## src/rtl/adsc_cfg.svh

```systemverilog
/*
 * Constants of the converter select, clock and reference control block:
 * register offsets, field positions, reset values, encodings and counts.
 * Assumes inclusion by bare name from the package and the design files.
 */
`ifndef ADSC_CFG_SVH
`define ADSC_CFG_SVH

// ------------------------------------------------------------
// Bus geometry
// ------------------------------------------------------------
`define ADSC_ADDR_W        8
`define ADSC_DATA_W        32
`define ADSC_RESP_OKAY     2'h0
`define ADSC_RESP_SLVERR   2'h2

// ------------------------------------------------------------
// Register byte offsets
// ------------------------------------------------------------
`define ADSC_OFF_MAIN      8'h00
`define ADSC_OFF_INCLK     8'h04
`define ADSC_OFF_REFSEL    8'h08
`define ADSC_OFF_PINS      8'h0c
`define ADSC_OFF_RES_HI    8'h10
`define ADSC_OFF_RES_LO    8'h14
`define ADSC_OFF_IRQ       8'h18

// ------------------------------------------------------------
// Field positions
// ------------------------------------------------------------
`define ADSC_MAIN_START    7
`define ADSC_MAIN_BUSY     6
`define ADSC_MAIN_POWER    5
`define ADSC_MAIN_FMT      4
`define ADSC_INCLK_SRC_LSB 5
`define ADSC_IRQ_FLAG      0
`define ADSC_IRQ_EN        1
`define ADSC_REF_AMP       7
`define ADSC_REF_BG        6
`define ADSC_REF_EXTPIN    5
`define ADSC_REF_OUTPIN    4

// ------------------------------------------------------------
// Reset values and encodings
// ------------------------------------------------------------
`define ADSC_PINS_RST      8'hff
`define ADSC_SRC_EXT0      3'h0
`define ADSC_SRC_ANALOG_SUPPLY      3'h1
`define ADSC_SRC_HALF      3'h2
`define ADSC_SRC_QUART     3'h3
`define ADSC_SRC_EXT1      3'h4
`define ADSC_REF_EXT_X1    4'h1
`define ADSC_REF_EXT_X4    4'h4
`define ADSC_REF_BG_X2     4'ha
`define ADSC_REF_BG_X4     4'hc
`define ADSC_REF_BAD       4'h9

// ------------------------------------------------------------
// Conversion timing in converter clock cycles, and divider counter width
// ------------------------------------------------------------
`define ADSC_SAMPLE_CYC    4'h4
`define ADSC_CONV_CYC      4'hc
`define ADSC_LAST_CYC      4'hf
`define ADSC_DIV_W         7

`endif

```

## src/rtl/adsc_pkg.sv

```systemverilog
/*
 * Types of the converter select, clock and reference control block.
 * Assumes adsc_cfg.svh is on the include path.
 */
`include "adsc_cfg.svh"

package adsc_pkg;

	// ------------------------------------------------------------
	// Bus carriers
	// ------------------------------------------------------------
	typedef struct packed {
		logic                      awvalid;
		logic [`ADSC_ADDR_W-1:0]   awaddr;
		logic                      wvalid;
		logic [`ADSC_DATA_W-1:0]   wdata;
		logic [3:0]                wstrb;
		logic                      bready;
		logic                      arvalid;
		logic [`ADSC_ADDR_W-1:0]   araddr;
		logic                      rready;
	} adsc_axi_req_t;

	typedef struct packed {
		logic                      awready;
		logic                      wready;
		logic                      bvalid;
		logic [1:0]                bresp;
		logic                      arready;
		logic                      rvalid;
		logic [`ADSC_DATA_W-1:0]   rdata;
		logic [1:0]                rresp;
	} adsc_axi_rsp_t;

	// ------------------------------------------------------------
	// Controls towards the analog macro
	// ------------------------------------------------------------
	typedef struct packed {
		logic       power_on;       // converter_power_on
		logic       ext_path_on;    // external channel path connected
		logic [2:0] ext_channel;    // analog_input_pins index
		logic       src_analog_supply;       // analog_supply as input
		logic       src_half;       // analog_supply / 2
		logic       src_quarter;    // analog_supply / 4
		logic [7:0] analog_pin_enable;
		logic       ref_analog_supply;       // reference from analog_supply
		logic       ref_ext;        // reference from external pin
		logic       ref_bg;         // reference from bandgap_voltage
		logic [1:0] ref_gain;       // gain minus one
		logic       ref_amp_on;     // reference_amplifier power
		logic       bandgap_on;
		logic       ext_ref_pin_enable;
		logic       ref_out_pin_enable;
	} adsc_ana_ctrl_t;

	// Reference decode result
	typedef struct packed {
		logic       analog_supply;
		logic       ext;
		logic       bg;
		logic [1:0] gain;
	} adsc_ref_t;

	// Sequencer states
	typedef enum logic [1:0] {
		ADSC_SEQ_IDLE = 2'b00,
		ADSC_SEQ_RUN  = 2'b01
	} adsc_seq_st_t;

endpackage : adsc_pkg

```

## src/rtl/adsc_clk_div.sv

```systemverilog
/*
 * Converter clock divider: a free-running system clock counter whose
 * terminal count follows the divide select, giving one tick per
 * converter clock period. Assumes a single clock domain.
 */
`timescale 1ns/1ps
`default_nettype none
`include "adsc_cfg.svh"

module adsc_clk_div (
	// Clock and reset
	input  wire logic        aclk,
	input  wire logic        aresetn,
	// Divide select
	input  wire logic [2:0]  div_sel,
	// Converter clock tick
	output logic             conv_tick
);
	import adsc_pkg::*;

	typedef struct packed {
		logic [`ADSC_DIV_W-1:0] cnt;
	} adsc_div_st_t;

	adsc_div_st_t s_q;
	adsc_div_st_t s_d;

	// Low mask of 2^sel - 1 marks the terminal count
	function automatic logic [`ADSC_DIV_W-1:0] div_mask(input logic [2:0] sel);
		div_mask = ~({`ADSC_DIV_W{1'b1}} << sel);
	endfunction : div_mask

	// ------------------------------------------------------------
	// Counter
	// ------------------------------------------------------------
	// divide by 1 to 128
	always_comb begin
		s_d       = s_q;
		s_d.cnt   = s_q.cnt + 7'h01;
		conv_tick = (s_q.cnt & div_mask(div_sel)) == div_mask(div_sel);
	end

	// State register
	always_ff @(posedge aclk) begin
		if (!aresetn) begin
			s_q <= '0;
		end else begin
			s_q <= s_d;
		end
	end

endmodule : adsc_clk_div

`default_nettype wire

```

## src/rtl/adsc_seq.sv

```systemverilog
/*
 * Conversion sequencer: sampling then conversion phases counted in
 * converter clock ticks. Assumes launch is a one-cycle pulse and that
 * hold stays high while the converter must stay in reset.
 */
`timescale 1ns/1ps
`default_nettype none
`include "adsc_cfg.svh"

module adsc_seq (
	// Clock and reset
	input  wire logic  aclk,
	input  wire logic  aresetn,
	// Control
	input  wire logic  conv_tick,
	input  wire logic  hold,
	input  wire logic  launch,
	// Status
	output logic       busy,
	output logic       sampling,
	output logic       converting,
	output logic       done
);
	import adsc_pkg::*;

	typedef struct packed {
		adsc_seq_st_t st;
		logic [3:0]   cnt;
		logic         done;
	} adsc_sq_st_t;

	adsc_sq_st_t s_q;
	adsc_sq_st_t s_d;

	// ------------------------------------------------------------
	// Phase sequencing
	// ------------------------------------------------------------
	always_comb begin
		s_d      = s_q;
		s_d.done = 1'b0;
		unique case (s_q.st)
			ADSC_SEQ_IDLE: begin
				if (launch && !hold) begin
					s_d.st  = ADSC_SEQ_RUN;
					s_d.cnt = 4'h0;
				end
			end
			ADSC_SEQ_RUN: begin
				if (conv_tick) begin
					s_d.cnt = s_q.cnt + 4'h1;
					if (s_q.cnt == `ADSC_LAST_CYC) begin
						s_d.st   = ADSC_SEQ_IDLE;
						s_d.done = 1'b1;
					end
				end
			end
			default: s_d.st = ADSC_SEQ_IDLE;
		endcase
		if (hold) begin
			s_d.st   = ADSC_SEQ_IDLE;
			s_d.done = 1'b0;
		end
	end

	// State register
	always_ff @(posedge aclk) begin
		if (!aresetn) begin
			s_q    <= '0;
			s_q.st <= ADSC_SEQ_IDLE;
		end else begin
			s_q <= s_d;
		end
	end

	// Status outputs
	// busy while running
	assign busy       = (s_q.st == ADSC_SEQ_RUN);
	assign sampling   = busy && (s_q.cnt < `ADSC_SAMPLE_CYC);
	assign converting = busy && !(s_q.cnt < `ADSC_SAMPLE_CYC);
	assign done       = s_q.done;

endmodule : adsc_seq

`default_nettype wire

```

## src/rtl/adsc_ctrl.sv

```systemverilog
/*
 * Converter select, clock and reference control with an AXI4-Lite
 * register slave. Holds input source selection, pin enables, clock
 * divide, reference selection, start handshake, busy and completion
 * flag. Assumes one clock, a synchronous active-low reset, and an
 * analog macro that presents its result when a conversion finishes.
 */
// Chosen here: the AXI4-Lite register port and the register addresses.
// Behaviour
// - codes 000, 100 route external channel
// - 001 supply, 010 half, 011 quarter
// - internal source disconnects external channel path
// - divide select gives divide 1 to 128
// - amplifier enable bit powers reference amplifier
// - bandgap on when enabled or low-voltage functions
// - reference select decodes supply, external, bandgap
// - bandgap reference disconnects supply and pin paths
// - pin enable bits, all reset to one
// - start high then low begins conversion
// - start held high resets converter, clears busy
// - busy set on launch, cleared on finish
// - completion sets flag, interrupt when enabled
// - four sample plus twelve conversion cycles
// - power off clears result registers
`timescale 1ns/1ps
`default_nettype none
`include "adsc_cfg.svh"

module adsc_ctrl (
	// Clock and reset
	input  wire logic                   aclk,
	input  wire logic                   aresetn,
	// Register bus
	input  wire adsc_pkg::adsc_axi_req_t axi_req,
	output adsc_pkg::adsc_axi_rsp_t     axi_rsp,
	// Low-voltage functions sharing the bandgap
	input  wire logic                   low_voltage_detect_en,
	input  wire logic                   low_voltage_reset_en,
	// Analog macro
	input  wire logic [11:0]            conv_data,
	output adsc_pkg::adsc_ana_ctrl_t    ana_ctrl,
	output logic                        conv_reset,
	output logic                        conv_tick,
	output logic                        conv_sampling,
	output logic                        conv_converting,
	// Completion interrupt
	output logic                        conv_irq
);
	import adsc_pkg::*;

	typedef struct packed {
		logic                    aw_held;
		logic [`ADSC_ADDR_W-1:0] aw_addr;
		logic                    w_held;
		logic [7:0]              w_byte;
		logic                    w_lane0;
		logic                    bvalid;
		logic [1:0]              bresp;
		logic                    rvalid;
		logic [`ADSC_DATA_W-1:0] rdata;
		logic [1:0]              rresp;
		logic                    start;
		logic                    launch;
		logic                    power;
		logic                    fmt;
		logic [2:0]              ext_ch;
		logic [2:0]              src;
		logic [2:0]              ckdiv;
		logic [7:0]              refctl;
		logic [7:0]              pins;
		logic [11:0]             result;
		logic                    irq_flag;
		logic                    irq_en;
		adsc_ana_ctrl_t          ana;
	} adsc_ctrl_st_t;

	adsc_ctrl_st_t s_q;
	adsc_ctrl_st_t s_d;

	logic seq_busy;
	logic seq_done;

	// ------------------------------------------------------------
	// Decode helpers
	// ------------------------------------------------------------
	// Reference source and gain from the select field
	function automatic adsc_ref_t ref_decode(input logic [3:0] sel);
		adsc_ref_t r;
		r = '0;
		if (sel >= `ADSC_REF_EXT_X1 && sel <= `ADSC_REF_EXT_X4) begin
			r.ext  = 1'b1;
			r.gain = 2'(sel - `ADSC_REF_EXT_X1);
		end else if (sel >= `ADSC_REF_BG_X2 && sel <= `ADSC_REF_BG_X4) begin
			r.bg   = 1'b1;
			r.gain = 2'(sel - `ADSC_REF_BG_X2 + 4'h1);
		end else begin
			r.analog_supply = 1'b1;
		end
		return r;
	endfunction : ref_decode

	// Whether the source code selects the external channel
	function automatic logic src_is_ext(input logic [2:0] src);
		return (src == `ADSC_SRC_EXT0) || (src == `ADSC_SRC_EXT1);
	endfunction : src_is_ext

	// Register read view
	function automatic logic [7:0] reg_read(input adsc_ctrl_st_t s,
	                                        input logic [`ADSC_ADDR_W-1:0] a,
	                                        input logic busy);
		logic [7:0] v;
		v = 8'h00;
		unique case (a)
			`ADSC_OFF_MAIN: begin
				v[`ADSC_MAIN_START] = s.start;
				v[`ADSC_MAIN_BUSY]  = busy;
				v[`ADSC_MAIN_POWER] = s.power;
				v[`ADSC_MAIN_FMT]   = s.fmt;
				v[2:0]              = s.ext_ch;
			end
			`ADSC_OFF_INCLK: v = {s.src, 2'h0, s.ckdiv};
			`ADSC_OFF_REFSEL: v = s.refctl;
			`ADSC_OFF_PINS: v = s.pins;
			`ADSC_OFF_RES_HI: v = s.fmt ? {4'h0, s.result[11:8]} : s.result[11:4];
			`ADSC_OFF_RES_LO: v = s.fmt ? s.result[7:0] : {s.result[3:0], 4'h0};
			`ADSC_OFF_IRQ: begin
				v[`ADSC_IRQ_FLAG] = s.irq_flag;
				v[`ADSC_IRQ_EN]   = s.irq_en;
			end
			default: v = 8'h00;
		endcase
		return v;
	endfunction : reg_read

	// Known register offsets
	function automatic logic reg_hit(input logic [`ADSC_ADDR_W-1:0] a);
		return (a == `ADSC_OFF_MAIN) || (a == `ADSC_OFF_INCLK) ||
		       (a == `ADSC_OFF_REFSEL) || (a == `ADSC_OFF_PINS) ||
		       (a == `ADSC_OFF_RES_HI) || (a == `ADSC_OFF_RES_LO) ||
		       (a == `ADSC_OFF_IRQ);
	endfunction : reg_hit

	// ------------------------------------------------------------
	// Bus, registers and control
	// ------------------------------------------------------------
	always_comb begin
		adsc_ref_t rf;
		rf  = '0;
		s_d = s_q;
		s_d.launch = 1'b0;

		// Channel readiness
		axi_rsp.awready = !s_q.aw_held && !s_q.bvalid;
		axi_rsp.wready  = !s_q.w_held && !s_q.bvalid;
		axi_rsp.arready = !s_q.rvalid;
		axi_rsp.bvalid  = s_q.bvalid;
		axi_rsp.bresp   = s_q.bresp;
		axi_rsp.rvalid  = s_q.rvalid;
		axi_rsp.rdata   = s_q.rdata;
		axi_rsp.rresp   = s_q.rresp;

		// Capture address and data in either order
		if (axi_req.awvalid && axi_rsp.awready) begin
			s_d.aw_held = 1'b1;
			s_d.aw_addr = axi_req.awaddr;
		end
		if (axi_req.wvalid && axi_rsp.wready) begin
			s_d.w_held  = 1'b1;
			s_d.w_byte  = axi_req.wdata[7:0];
			s_d.w_lane0 = axi_req.wstrb[0];
		end
		if (s_q.bvalid && axi_req.bready) begin
			s_d.bvalid = 1'b0;
		end

		// Write once both halves are held
		if (s_q.aw_held && s_q.w_held) begin
			s_d.aw_held = 1'b0;
			s_d.w_held  = 1'b0;
			s_d.bvalid  = 1'b1;
			s_d.bresp   = reg_hit(s_q.aw_addr) ? `ADSC_RESP_OKAY : `ADSC_RESP_SLVERR;
			if (s_q.w_lane0) begin
				unique case (s_q.aw_addr)
					`ADSC_OFF_MAIN: begin
						s_d.start  = s_q.w_byte[`ADSC_MAIN_START];
						s_d.power  = s_q.w_byte[`ADSC_MAIN_POWER];
						s_d.fmt    = s_q.w_byte[`ADSC_MAIN_FMT];
						s_d.ext_ch = s_q.w_byte[2:0];
						s_d.launch = s_q.start && !s_q.w_byte[`ADSC_MAIN_START] &&
						             s_q.w_byte[`ADSC_MAIN_POWER];
					end
					`ADSC_OFF_INCLK: begin
						s_d.src   = s_q.w_byte[7:`ADSC_INCLK_SRC_LSB];
						s_d.ckdiv = s_q.w_byte[2:0];
					end
					`ADSC_OFF_REFSEL: s_d.refctl = s_q.w_byte;
					`ADSC_OFF_PINS: s_d.pins = s_q.w_byte;
					`ADSC_OFF_IRQ: begin
						s_d.irq_en = s_q.w_byte[`ADSC_IRQ_EN];
						if (s_q.w_byte[`ADSC_IRQ_FLAG]) begin
							s_d.irq_flag = 1'b0;
						end
					end
					default: s_d.bresp = s_q.bresp;
				endcase
				if (!reg_hit(s_q.aw_addr)) begin
					s_d.bresp = `ADSC_RESP_SLVERR;
				end
			end
		end

		// Read path
		if (s_q.rvalid && axi_req.rready) begin
			s_d.rvalid = 1'b0;
		end
		if (axi_req.arvalid && axi_rsp.arready) begin
			s_d.rvalid = 1'b1;
			s_d.rdata  = {24'h000000, reg_read(s_q, axi_req.araddr, seq_busy)};
			s_d.rresp  = reg_hit(axi_req.araddr) ? `ADSC_RESP_OKAY : `ADSC_RESP_SLVERR;
		end

		if (seq_done) begin
			s_d.irq_flag = 1'b1;
			s_d.result   = conv_data;
		end
		if (!s_d.power) begin
			s_d.result = 12'h000;
		end

		// Analog controls
		// external channel codes
		s_d.ana.power_on    = s_d.power;
		s_d.ana.ext_path_on = src_is_ext(s_d.src);
		s_d.ana.ext_channel = s_d.ext_ch;
		s_d.ana.src_analog_supply    = (s_d.src == `ADSC_SRC_ANALOG_SUPPLY);
		s_d.ana.src_half    = (s_d.src == `ADSC_SRC_HALF);
		s_d.ana.src_quarter = (s_d.src == `ADSC_SRC_QUART);
		s_d.ana.analog_pin_enable = s_d.pins;
		rf = ref_decode(s_d.refctl[3:0]);
		s_d.ana.ref_analog_supply = rf.analog_supply;
		s_d.ana.ref_ext  = rf.ext;
		s_d.ana.ref_bg   = rf.bg;
		s_d.ana.ref_gain = rf.gain;
		s_d.ana.ref_amp_on = s_d.refctl[`ADSC_REF_AMP];
		s_d.ana.bandgap_on = s_d.refctl[`ADSC_REF_BG] || low_voltage_detect_en ||
		                     low_voltage_reset_en;
		s_d.ana.ext_ref_pin_enable = s_d.refctl[`ADSC_REF_EXTPIN];
		s_d.ana.ref_out_pin_enable = s_d.refctl[`ADSC_REF_OUTPIN];
	end

	// State register
	always_ff @(posedge aclk) begin
		if (!aresetn) begin
			s_q                       <= '0;
			s_q.pins                  <= `ADSC_PINS_RST;
			s_q.ana.analog_pin_enable <= `ADSC_PINS_RST;
			s_q.ana.ext_path_on       <= 1'b1;
			s_q.ana.ref_analog_supply          <= 1'b1;
		end else begin
			s_q <= s_d;
		end
	end

	// ------------------------------------------------------------
	// Converter clock and sequencer
	// ------------------------------------------------------------
	// converter clock source
	adsc_clk_div u_div (
		.aclk      (aclk),
		.aresetn   (aresetn),
		.div_sel   (s_q.ckdiv),
		.conv_tick (conv_tick)
	);

	adsc_seq u_seq (
		.aclk       (aclk),
		.aresetn    (aresetn),
		.conv_tick  (conv_tick),
		.hold       (conv_reset),
		.launch     (s_q.launch),
		.busy       (seq_busy),
		.sampling   (conv_sampling),
		.converting (conv_converting),
		.done       (seq_done)
	);

	// Macro reset and interrupt
	assign conv_reset = s_q.start || !s_q.power;
	assign ana_ctrl   = s_q.ana;
	assign conv_irq   = s_q.irq_flag && s_q.irq_en;

endmodule : adsc_ctrl

`default_nettype wire

```

## config.mk

```make
export PLATFORM = sky130hd
export DESIGN_NAME = adsc_ctrl
export DESIGN_NICKNAME = d
export VERILOG_FILES = /design/src/rtl/adsc_pkg.sv /design/src/rtl/adsc_clk_div.sv /design/src/rtl/adsc_seq.sv /design/src/rtl/adsc_ctrl.sv
export VERILOG_INCLUDE_DIRS = /design/src /design/src/rtl
export SDC_FILE = /design/constraint.sdc
export NUM_CORES = 1
export LEC_CHECK = 0
export BUFFER_PORTS_ARGS = -buffer_cell sky130_fd_sc_hd__buf_2
export CAP_MARGIN = 20
export CELL_PAD_IN_SITES_DETAIL_PLACEMENT = 1
export CELL_PAD_IN_SITES_GLOBAL_PLACEMENT = 2
export CORE_MARGIN = 2
export CORE_UTILIZATION = 31
export DETAILED_ROUTE_END_ITERATION = 7
export GPL_TIMING_DRIVEN = 0
export PLACE_DENSITY = 0.78
export SLEW_MARGIN = 10
export SYNTH_ARGS = -nofsm -noshare
export SYNTH_HDL_FRONTEND = slang
export SYNTH_HIERARCHICAL = 1
export SYNTH_SLANG_ARGS = --single-unit
```

## constraint.sdc

```tcl
create_clock -name aclk -period 3.23 [get_ports aclk]
set_clock_uncertainty 0.15 [all_clocks]
set_input_delay 0.323 -clock aclk [delete_from_list [all_inputs] [get_ports aclk]]
set_output_delay 0.323 -clock aclk [all_outputs]
set_load 0.005 [all_outputs]
```

-- Yosys cells after proc, flatten, opt, wreduce, memory -nomap -nowiden
Cells that the tools add are included.
- register bits after elaboration: 103
- input bits: 73
- word-level logic and storage cells: 180
- add/sub/neg operators: 5
- magnitude comparators: 5
- equal/unequal tests: 23
- shift operators: 1
- mux-type cells: 37
- bitwise gates (word level): 5
- reductions and logical operators: 66
- operators by type and width (operator ; number):
    $mux W27 ; 2
    $eq A8 B5 Y1 const B ; 6
    $mux W35 ; 1
    $eq A8 B4 Y1 const B ; 4
    $mux W8 ; 4
    $pmux W4 S6 ; 1
    $mux W2 ; 10
    $reduce_and A3 Y1 ; 6
    $eq A8 B3 Y1 const B ; 2
    $logic_and A1 B1 Y1 ; 16
    $logic_not A8 Y1 ; 2
    $logic_or A1 B1 Y1 ; 16
    $pmux W2 S7 ; 1
    $reduce_bool A2 Y1 ; 7
    $mux W6 ; 2
    $logic_not A1 Y1 ; 8
    $mux W1 ; 8
    $pmux W4 S2 ; 1
    $reduce_and A4 Y1 ; 2
    $add A7 B1 Y7 const B ; 1
    $and A7 B7 Y7 ; 1
    $eq A7 B7 Y1 ; 1
    $mux W7 ; 1
    $not A7 Y7 ; 1
    other kinds (30) ; 38

-- Logic depth before layout (Yosys ltp)
Gate-level depths: netlist of the first run.
- word-level depth: 12
- mapped depth: 11
- depth with buffers taken out: 9

-- By module
Netlist of the first run, hierarchy kept.
- modules (own cells, without submodules) (module ; times used ; cells each ; area an instance (µm²) ; sequential area each (µm²)):
    adsc_ctrl ; 1 ; 498 ; 4425.5 ; 1681.6
    adsc_clk_div ; 1 ; 35 ; 317.8 ; 140.1
    adsc_seq ; 1 ; 32 ; 292.8 ; 120.1

-- Least setup slack after synthesis of the first run
No wires, ideal clock.
- path type: register to register
- start: reg s_q[123] (netlist bit)
- end: reg s_q (netlist bit ana_ctrl[8])
- arrival time: 2.628 ns
- data required time: 2.965 ns
- setup slack: 0.338 ns
- stages on the path, launching flop included: 11
- clock period less this slack: 2.892 ns
- cells stage by stage: dfxtp_1 or4b_4 or4_1 buf_6 mux2_4 inv_1 ha_1 nor3b_1 nor4b_1 mux2i_1 and2_1
- RTL lines (what ; line ; RTL):
    start: declaration ; adsc_ctrl.sv:77 ; adsc_ctrl_st_t s_q;

==> flow_metrics.tcl, run 1 <==
set metrics [dict create \
    synth-seq-area-share_pct 38.56 \
    grt_first_pass_wirelength_um 22560 \
    drtIter0Drc 192 \
    dieHeight_um 131.5 \
    setup_violations 0 \
    io_buffers 89 \
    cts-root-buf "clkbuf_16" \
    routedWlPerCell_um 15.34 \
    met1_usage_pct 20.73 \
    met2_usage_pct 28.04 \
    arrival_ps 3170 \
    cts_tree "built" \
    vias 4245 \
    yosysWarnings 6 \
    crit_start "s_q[122]$_SDFFE_PN0P_" \
    rsz0062_at_grt "false" \
    netlist_instances 565 \
    diodes 0 \
    drt-pass1-iter-count 4 \
    drc 0 \
    synth_edf_count 0 \
    grt_usage_pct 16.40 \
    max_slew_margin_pct 43.28 \
    ys_types 58 \
    leakage_nw 2.668 \
    numCtsBuffers 9 \
    power_density_nw_per_um2 406.0 \
    clk_pin_slew_ps 70 \
    postLayoutCoreUtil_pct 39.00 \
    pin_count 144 \
    fin_setup_tns_ps 0 \
    worstMarginPinSlew_ps 843.8 \
    top_usage_layer "met2" \
    slowest_stage "or4b_4" \
    cp_max_fo 6 \
    path_class "flip-flop to flip-flop" \
    synth_area_um2 5036 \
    post-route-period-util_pct 95.14 \
    crit_family "simple AND/OR/NAND/NOR gates" \
    crit_chain "or4b_4 -> or4_4 -> buf_6 -> mux2_4 -> inv_1 -> ha_2 -> nor3b_1 -> nor4b_1 -> mux2i_1 -> and2_1" \
    period_needed_ps 3073 \
    clock-sinks 97 \
    ir_drop_v 0.0002366 \
    cts-htree-levels 3 \
    synth_ff_type "dfxtp_1" \
    num_rows 46 \
    end_kind "flip-flop" \
    finalHoldViolCount 0 \
    path_buf_inv 2 \
    max_freq_mhz 325.4 \
    critPathLaunchType "flip-flop" \
    clock_path_buffers 2 \
    grt_pass1_vias 4353 \
    cpPeakStageDelay_ps 560 \
    final_nets 773 \
    gp_congestion 0.8004 \
    grt_overflow 0 \
    clkLatencyLatePin_ps 350 \
    holdBufCountCts 0 \
    grt_max_degree 16 \
    hpwl_um 11030 \
    syn_to_final_growth_pct 23.03 \
    antenna_found_initial 0 \
    avgViaCountPerCell 4.634 \
    worstHoldStart "axi_req[55]" \
    dieArea_um2 17280 \
    wl_um 14050 \
    status "completed" \
    synth.avg_cell_area_um2 8.913 \
    final_antenna_net_count 0 \
    core_area_um2 15890 \
    ys_seq_elements 97 \
    maxCapViolations 0 \
    start_util_pct 31.70 \
    fp.dieW_um 131.5 \
    grt_util_met3_pct 3.434 \
    async_reset_ff_share_pct 0 \
    drive_gt1_share_pct 27.57 \
    hold_path.class "primary input to flip-flop" \
    regToRegStartpoint "s_q[122]$_SDFFE_PN0P_" \
    worstPathRequired_ps 3320 \
    maxSlewViolCount 0 \
]
-- path summary, 6_finish.rpt --
| path | to | slack [ps] | cells past startpoint |
|---|---|---|---|
| worst max-delay path | ana_ctrl[8]$_SDFF_PN1_ | 160 | 10 |
| worst min-delay path | s_q[123]$_SDFFE_PN0P_ | 80 | 3 |
| worst max register to register | ana_ctrl[8]$_SDFF_PN1_ | 160 | 10 |
| worst min register to register | s_q[117]$_SDFFE_PN0P_ | 330 | 2 |
-- flip-flops by register name, summed over array words and instances, names as in the netlist --
| register | cells |
|---|---|
| s_q | 50 |
| ana_ctrl | 22 |
| axi_rsp | 12 |
| u_div/s_q | 7 |
| u_seq/s_q | 5 |
| u_seq/done | 1 |
-- cells by family after synthesis --
| group | count (synthesis) | synth area share (%) |
|---|---|---|
| xor+xnor | 5 | 0.8695 |
| simple gates | 197 | 20.62 |
| fa+ha+maj | 5 | 1.242 |
| buf+inv | 101 | 12.50 |
| other cells | 1 | 0.07446 |
| mux | 66 | 13.81 |
| compound gates | 93 | 12.32 |
| flops | 97 | 38.56 |
-- cell usage in the layout, fill, tap and decap left out, types with 4 or more instances in the layout --
cell       Yosys  final
dfxtp_1       97     97
clkbuf_16      0      9
nand2_1       76     76
mux2i_1       59     58
ha_1           5      4
nor4_1         4      4
a21boi_0      24     23
xnor2_1        4      4
a31oi_1        6      6
conb_1         1     26
nor2_1        19     19
buf_4         63     68
mux2_2         4      4
inv_1          7      7
and2_1        13     13
buf_2          0     89
a21oi_1       15     15
nand3_1       14     14
and3_1         7      7
nor2b_1       18     18
o21ai_0       18     18
nand2b_1      11     11
o21a_1         6      6
nor3b_1        7      6
nand4_1        7      7
o22ai_1        4      4
clkbuf_1      27     28
-- tightest hold or removal path: stages --
cell and delay (ps):
buf_2 90, nand2_1 40, a21boi_0 60
-- final cells by class --
class / instances / area, µm²
Buffer: 93 / 599.3
Clock buffer: 12 / 256.5
Clock inverter: 4 / 26.28
Fill cell: 1941 / 9689
Inverter: 8 / 30.03
Multi-Input combinational cell: 392 / 2589
Sequential cell: 97 / 1942
Tap cell: 216 / 270.3
Timing Repair Buffer: 94 / 483.0
-- repair_timing --
action                     CTS  global route
setup endpoints to repair    2             3
pin swaps                    0             3
buffers inserted             0             5
resized for setup            1             6
-- through the flow --
| stage | power, mW | setup slack [ps] | instance area [µm²] | hold WS, ps | instances |
|---|---|---|---|---|---|
| finish | 2.515 | 157.1 | 6196 | 79.69 | 916 |
| global route | 2.625 | 6.634 | 6196 | 74.08 | 916 |
| global placement | 1.504 | 97.07 | 5846 | 322.4 | 895 |
| CTS | 2.541 | 8.260 | 6132 | 67.14 | 911 |
| floorplan | 1.422 | 337.5 | 5130 | 290.5 | 590 |
| detailed placement | 1.511 | -55.73 | 5846 | 327.0 | 895 |
-- report_power, final --
part / internal, mW / switching, mW / total, mW
clock network: 0.565 / 0.462 / 1.03
registers: 1.22 / 0.0303 / 1.25
logic: 0.111 / 0.123 / 0.234
-- synth_stat cells, types with 4 or more instances --
master	number	area, µm²
a21oi_1	15	75.07
inv_1	7	26.28
and2_1	13	81.33
mux2_2	4	45.04
ha_1	5	62.56
o21a_1	6	45.04
nor4_1	4	25.02
a21boi_0	24	180.2
buf_4	63	473.0
and3_1	7	43.79
nor2_1	19	71.32
nor3b_1	7	52.55
dfxtp_1	97	1942
nor2b_1	18	112.6
o21ai_0	18	90.09
mux2i_1	59	590.6
clkbuf_1	27	101.4
nand2b_1	11	68.82
nand2_1	76	285.3
o22ai_1	4	25.02
a31oi_1	6	37.54
nand3_1	14	70.07
nand4_1	7	43.79
xnor2_1	4	35.03
-- layer usage --
layer  part of all wire (%)  wire length, µm  up-vias
li1                       -                -     2127
met1                     46             6524     2027
met2                     49             6950       82
met3                    3.3              457        9
met4                   0.85              120        0
met5                      0                0        -
Power figures use the tool's default switching activity.
==> inputs of run 2 (changes only) <==
GPL_TIMING_DRIVEN = unset   (was 0)
==> run 2 against run 1 <==
First-iteration DRC count decreased by 15%. Highest routed layer unchanged. Flip-flop and latch count did not move. Critical path depth down 1. Hold slack lost 12 ps. Total power fell by 2.2%. Largest cell class unchanged. Design area shrank 9.8%. Maximum frequency increased by 0.42%.
==> flow_metrics.tcl, run 2 (same netlist as run 1, synthesis figures left out) <==
set metrics [dict create \
    final_antenna_net_count 0 \
    holdBufCountCts 0 \
    numCtsBuffers 9 \
    cts-root-buf "clkbuf_16" \
    maxSlewViolCount 0 \
    switching_share_pct 24.21 \
    grt_usage_pct 15.42 \
    period_needed_ps 3060 \
    vias 3944 \
    grt_max_degree 39 \
    diodes 0 \
    path_buf_inv 1 \
    io_buffers 90 \
    final_cell_mix "dfxtp_1 (97), buf_2 (90), nand2_1 (76)" \
    drc 0 \
    end_kind "flip-flop" \
    syn_to_final_growth_pct 11.01 \
    postLayoutCoreUtil_pct 35.19 \
    dpl_worst_slack_ps -30.41 \
    power_frac_comb_pct 7.3 \
    grt_overflow 0 \
    max_slew_margin_pct 47.63 \
    arrival_ps 3130 \
    layout_setup_ws_ps 169.8 \
    dieArea_um2 17280 \
    leakage_nw 2.291 \
    hpwl_um 10010 \
    dieHeight_um 131.5 \
    fillCellCount 1914 \
    ir_drop_v 0.0002578 \
    rr_worst_depth 9 \
    power_density_nw_per_um2 440.1 \
    clock-sinks 97 \
    path_depth 9 \
    gp_congestion 0.7707 \
    pwr-share-seq_pct 51.3 \
    crit_chain "or4b_4 -> or4_4 -> mux2_4 -> inv_1 -> ha_1 -> nor3b_2 -> nor4b_2 -> mux2i_1 -> a21boi_0" \
    drive_gt1_share_pct 21.25 \
    drt-pass1-iter-count 4 \
    drtIter0Drc 163 \
    setup_violations 0 \
    top_register "s_q" \
    power.share.clock_pct 41.4 \
    avgViaCountPerCell 4.792 \
    maxCapViolations 0 \
    p_switching_uw 595.6 \
    post-route-period-util_pct 94.74 \
    cts_tree "built" \
    slowest_stage "or4b_4" \
    pin_count 144 \
    power.internal_mw 1.865 \
    clock_path_buffers 2 \
    critPathLaunchType "flip-flop" \
    status "completed" \
    clk_pin_slew_ps 60 \
    hold_path.class "primary input to flip-flop" \
    fin_setup_tns_ps 0 \
    cp_max_fo 5 \
    cts-resized-gates 2 \
    wl_um 13320 \
    cts_setup_buffers 0 \
    finalHoldViolCount 0 \
    core_area_um2 15890 \
    cts-htree-levels 3 \
    whs_ps 67.42 \
    routedWlPerCell_um 16.19 \
    final_nets 680 \
    max_freq_mhz 326.8 \
    cpPeakStageDelay_ps 580 \
    path_class "flip-flop to flip-flop" \
    clkLatencyLatePin_ps 350 \
    largest_reg_flops 50 \
    worstPathRequired_ps 3300 \
    antenna_found_initial 0 \
    final_common_cell "dfxtp_1" \
    num_rows 46 \
    whs_path_depth 3 \
    start_util_pct 31.70 \
    grt_pass1_vias 4085 \
    grt_first_pass_wirelength_um 21220 \
    fp.dieW_um 131.5 \
    worstMarginPinSlew_ps 784.4 \
    crit_family "simple AND/OR/NAND/NOR gates" \
]
[run 2: cell type report]
class | instances | area, µm² | area share [%]
clock buffers | 14 | 264.0 | 4.722
clock inverters | 2 | 12.51 | 0.2238
inverters | 8 | 30.03 | 0.5372
multi-input cells | 392 | 2591 | 46.35
flip-flops and latches | 97 | 1942 | 34.74
well taps | 216 | 270.3 | 4.834
repair buffers | 94 | 480.5 | 8.594
[run 2: routing by layer]
| layer | GRT usage [%] | up-vias | wire length, µm |
|---|---|---|---|
| met5 | 0 | - | 0 |
| met4 | 3.986 | 0 | 112 |
| met3 | 3.511 | 9 | 516 |
| met2 | 26.67 | 80 | 6516 |
| met1 | 19.33 | 1909 | 6175 |
| li1 | - | 1946 | - |
[run 2: power by group through the flow]
stage                     logic (mW)  clock network [mW]  registers, mW
after floorplan                0.152                   0           1.27
after global placement         0.177                   0           1.28
after detailed placement       0.181                   0           1.29
after CTS                      0.182                1.05           1.26
after global routing           0.205                1.10           1.27
final                          0.181                1.02           1.26
[run 2: final timing paths]
| check | start | endpoint | slack, ps |
|---|---|---|---|
| hold / removal | axi_req[48] | s_q[116]$_SDFFE_PN0P_ | 70 |
| hold reg to reg | s_q[67]$_SDFFE_PN0P_ | s_q[67]$_SDFFE_PN0P_ | 340 |
| setup reg to reg | s_q[123]$_SDFFE_PN0P_ | ana_ctrl[5]$_SDFF_PN0_ | 170 |
| setup / recovery | s_q[123]$_SDFFE_PN0P_ | ana_ctrl[5]$_SDFF_PN0_ | 170 |
[run 2: through the flow]
step,instances,power [mW],instance area [µm²]
3_5_place_dp,807,1.468,5281
2_1_floorplan,590,1.422,5130
5_1_grt,823,2.569,5590
3_3_place_gp,807,1.462,5281
6_report,823,2.460,5590
4_1_cts,823,2.490,5568
[run 2: worst reg2reg max path, delay by kind of cell (launching register included)]
kind	cells	cell delay, ps
fa+ha+maj	1	200
compound gates	1	130
mux	2	600
buf+inv	1	90
simple gates	4	1430
flops	1	340
==> inputs of run 3 (changes only) <==
==> constraint.sdc (replaced) <==
create_clock -name aclk -period 3.23 [get_ports aclk]
set_clock_uncertainty 0.15 [all_clocks]
set_input_delay 0.646 -clock aclk [delete_from_list [all_inputs] [get_ports aclk]]
set_output_delay 0.646 -clock aclk [all_outputs]
set_load 0.005 [all_outputs]
==> run 3 against run 2 <==
Largest cell class unchanged. Clock-buffer cell count is 3 lower. Non-clock buffer count rose by 2. First-iteration DRC count decreased by 5.5%. Sequential share of layout area shrank 0.21 points. Routed wire length decreased by 1.5%. Highest routed layer unchanged. Via count about the same. Combinational power barely moved. Clock power up 12%. Setup slack improved by 50 ps. Global-route usage fell by 0.071 points. Sequential power hardly changed.
==> flow_metrics.tcl, run 3 (same netlist as run 1, synthesis figures left out) <==
set metrics [dict create \
    status "completed" \
    final_antenna_net_count 0 \
    final_nets 682 \
    vias 3947 \
    grt_max_degree 35 \
    numCtsBuffers 9 \
    dieArea_um2 17280 \
    layout_setup_ws_ps 219.8 \
    cp_max_fo 5 \
    pin_count 144 \
    ir_drop_v 0.0002721 \
    maxSlewViolCount 0 \
    dpl_worst_slack_ps 85.76 \
    maxCapViolations 0 \
    slowest_stage "or4b_4" \
    avgViaCountPerCell 4.778 \
    syn_to_final_growth_pct 11.68 \
    top_register "s_q" \
    post-route-period-util_pct 93.19 \
    gp_congestion 0.7841 \
    top_usage_layer "met2" \
    worstPathRequired_ps 3300 \
    clock-sinks 97 \
    cts_tree "built" \
    max_slew_margin_pct 46.38 \
    core_area_um2 15890 \
    path_buf_inv 1 \
    drive_gt1_share_pct 21.02 \
    final_cell_mix "dfxtp_1 (97), buf_2 (90), nand2_1 (76)" \
    grt_usage_pct 15.35 \
    crit_family "simple AND/OR/NAND/NOR gates" \
    cts-htree-levels 3 \
    grt_overflow 0 \
    cts_setup_buffers 0 \
    power_density_nw_per_um2 459.0 \
    hpwl_um 9974 \
    path_class "flip-flop to flip-flop" \
    clk_pin_slew_ps 70 \
    routedWlPerCell_um 15.88 \
    final_common_cell "dfxtp_1" \
    end_kind "flip-flop" \
    clock_path_buffers 2 \
    largest_reg_flops 50 \
    fin_setup_tns_ps 0 \
    dieHeight_um 131.5 \
    met2_usage_pct 24.93 \
    setup_violations 0 \
    drt-pass1-iter-count 4 \
    drtIter0Drc 154 \
    cpPeakStageDelay_ps 580 \
    fp.dieW_um 131.5 \
    wl_um 13120 \
    antenna_found_initial 0 \
    met1_usage_pct 19.98 \
    fillCellCount 1929 \
    period_needed_ps 3010 \
    critPathLaunchType "flip-flop" \
    num_rows 46 \
    crit_chain "or4b_4 -> or4_4 -> mux2_4 -> inv_1 -> ha_1 -> nor3b_1 -> nor4b_1 -> mux2i_1 -> a21boi_0" \
    cts-root-buf "clkbuf_16" \
    max_freq_mhz 332.2 \
    clkLatencyLatePin_ps 350 \
    drc 0 \
    io_buffers 90 \
    finalHoldViolCount 0 \
    grt_util_met3_pct 2.778 \
    leakage_nw 2.308 \
    grt_first_pass_wirelength_um 21140 \
    hold_path.class "flip-flop to flip-flop" \
    worstMarginPinSlew_ps 803.2 \
    start_util_pct 31.70 \
    rsz0062_at_grt "false" \
    arrival_ps 3080 \
    grt_pass1_vias 3984 \
]
==> run 3: cell types whose count changed in the layout (fill, tap and decap cells not counted), moves of 2 or more <==
cell	delta
bufinv_16	+2
buf_4	+2
nor4b_1	+2
clkbuf_8	-2
nor4b_2	-2
==> run 3: metal layers <==
layer  vias up  share of wire, %
li1       1956                 -
met1      1896                48
met2        75                47
met3        20               3.3
met4         0               2.4
met5         -                 0
==> run 3: worst paths after layout <==
check	startpoint	endpoint	slack (ps)	cells past startpoint
worst min register to register	s_q[121]$_SDFFE_PN0P_	s_q[121]$_SDFFE_PN0P_	340	2
worst max register to register	s_q[123]$_SDFFE_PN0P_	ana_ctrl[5]$_SDFF_PN0_	220	9
worst min-delay path	s_q[121]$_SDFFE_PN0P_	s_q[121]$_SDFFE_PN0P_	340	2
worst max-delay path	s_q[123]$_SDFFE_PN0P_	ana_ctrl[5]$_SDFF_PN0_	220	9
==> run 3: layout make-up <==
cell class / instances / area [µm²] / area share (%)
antenna: 1 / 2.502 / 0.04449
multi-input combinational: 392 / 2571 / 45.72
inverter: 8 / 30.03 / 0.5339
tap: 216 / 270.3 / 4.805
clock buffer: 11 / 232.7 / 4.138
clock inverter: 5 / 80.08 / 1.424
sequential: 97 / 1942 / 34.53
timing repair buffer: 96 / 495.5 / 8.810
==> run 3: what timing repair did <==
| action | in CTS | in global routing |
|---|---|---|
| hold buffers | 0 | 0 |
| setup endpoints to repair | 0 | 3 |
| gates resized for setup | 0 | 3 |
==> run 3: tightest hold or removal path, cell delays in order, from the launching register on <==
cell,delay [ps]
dfxtp_1,330
nand2_1,50
a21boi_0,60
==> run 3: report_power, final <==
group          total (mW)  switching [mW]  internal (mW)  leakage [nW]
clock network        1.14           0.465          0.678         0.146
logic               0.179           0.102         0.0766          1.38
registers            1.26          0.0364           1.22         0.787
==> run 3: through the flow <==
step                hold WS, ps  utilization, %  std cells  power, mW  instance area (µm²)
floorplan                 297.5               -        590      1.422                 5130
global placement          326.0           33.34        809      1.462                 5296
detailed placement        337.6           33.34        809      1.469                 5296
CTS                       345.7           35.31        825      2.620                 5609
global route              376.0           35.39        825      2.689                 5622
finish                    341.7           35.40        826      2.582                 5624
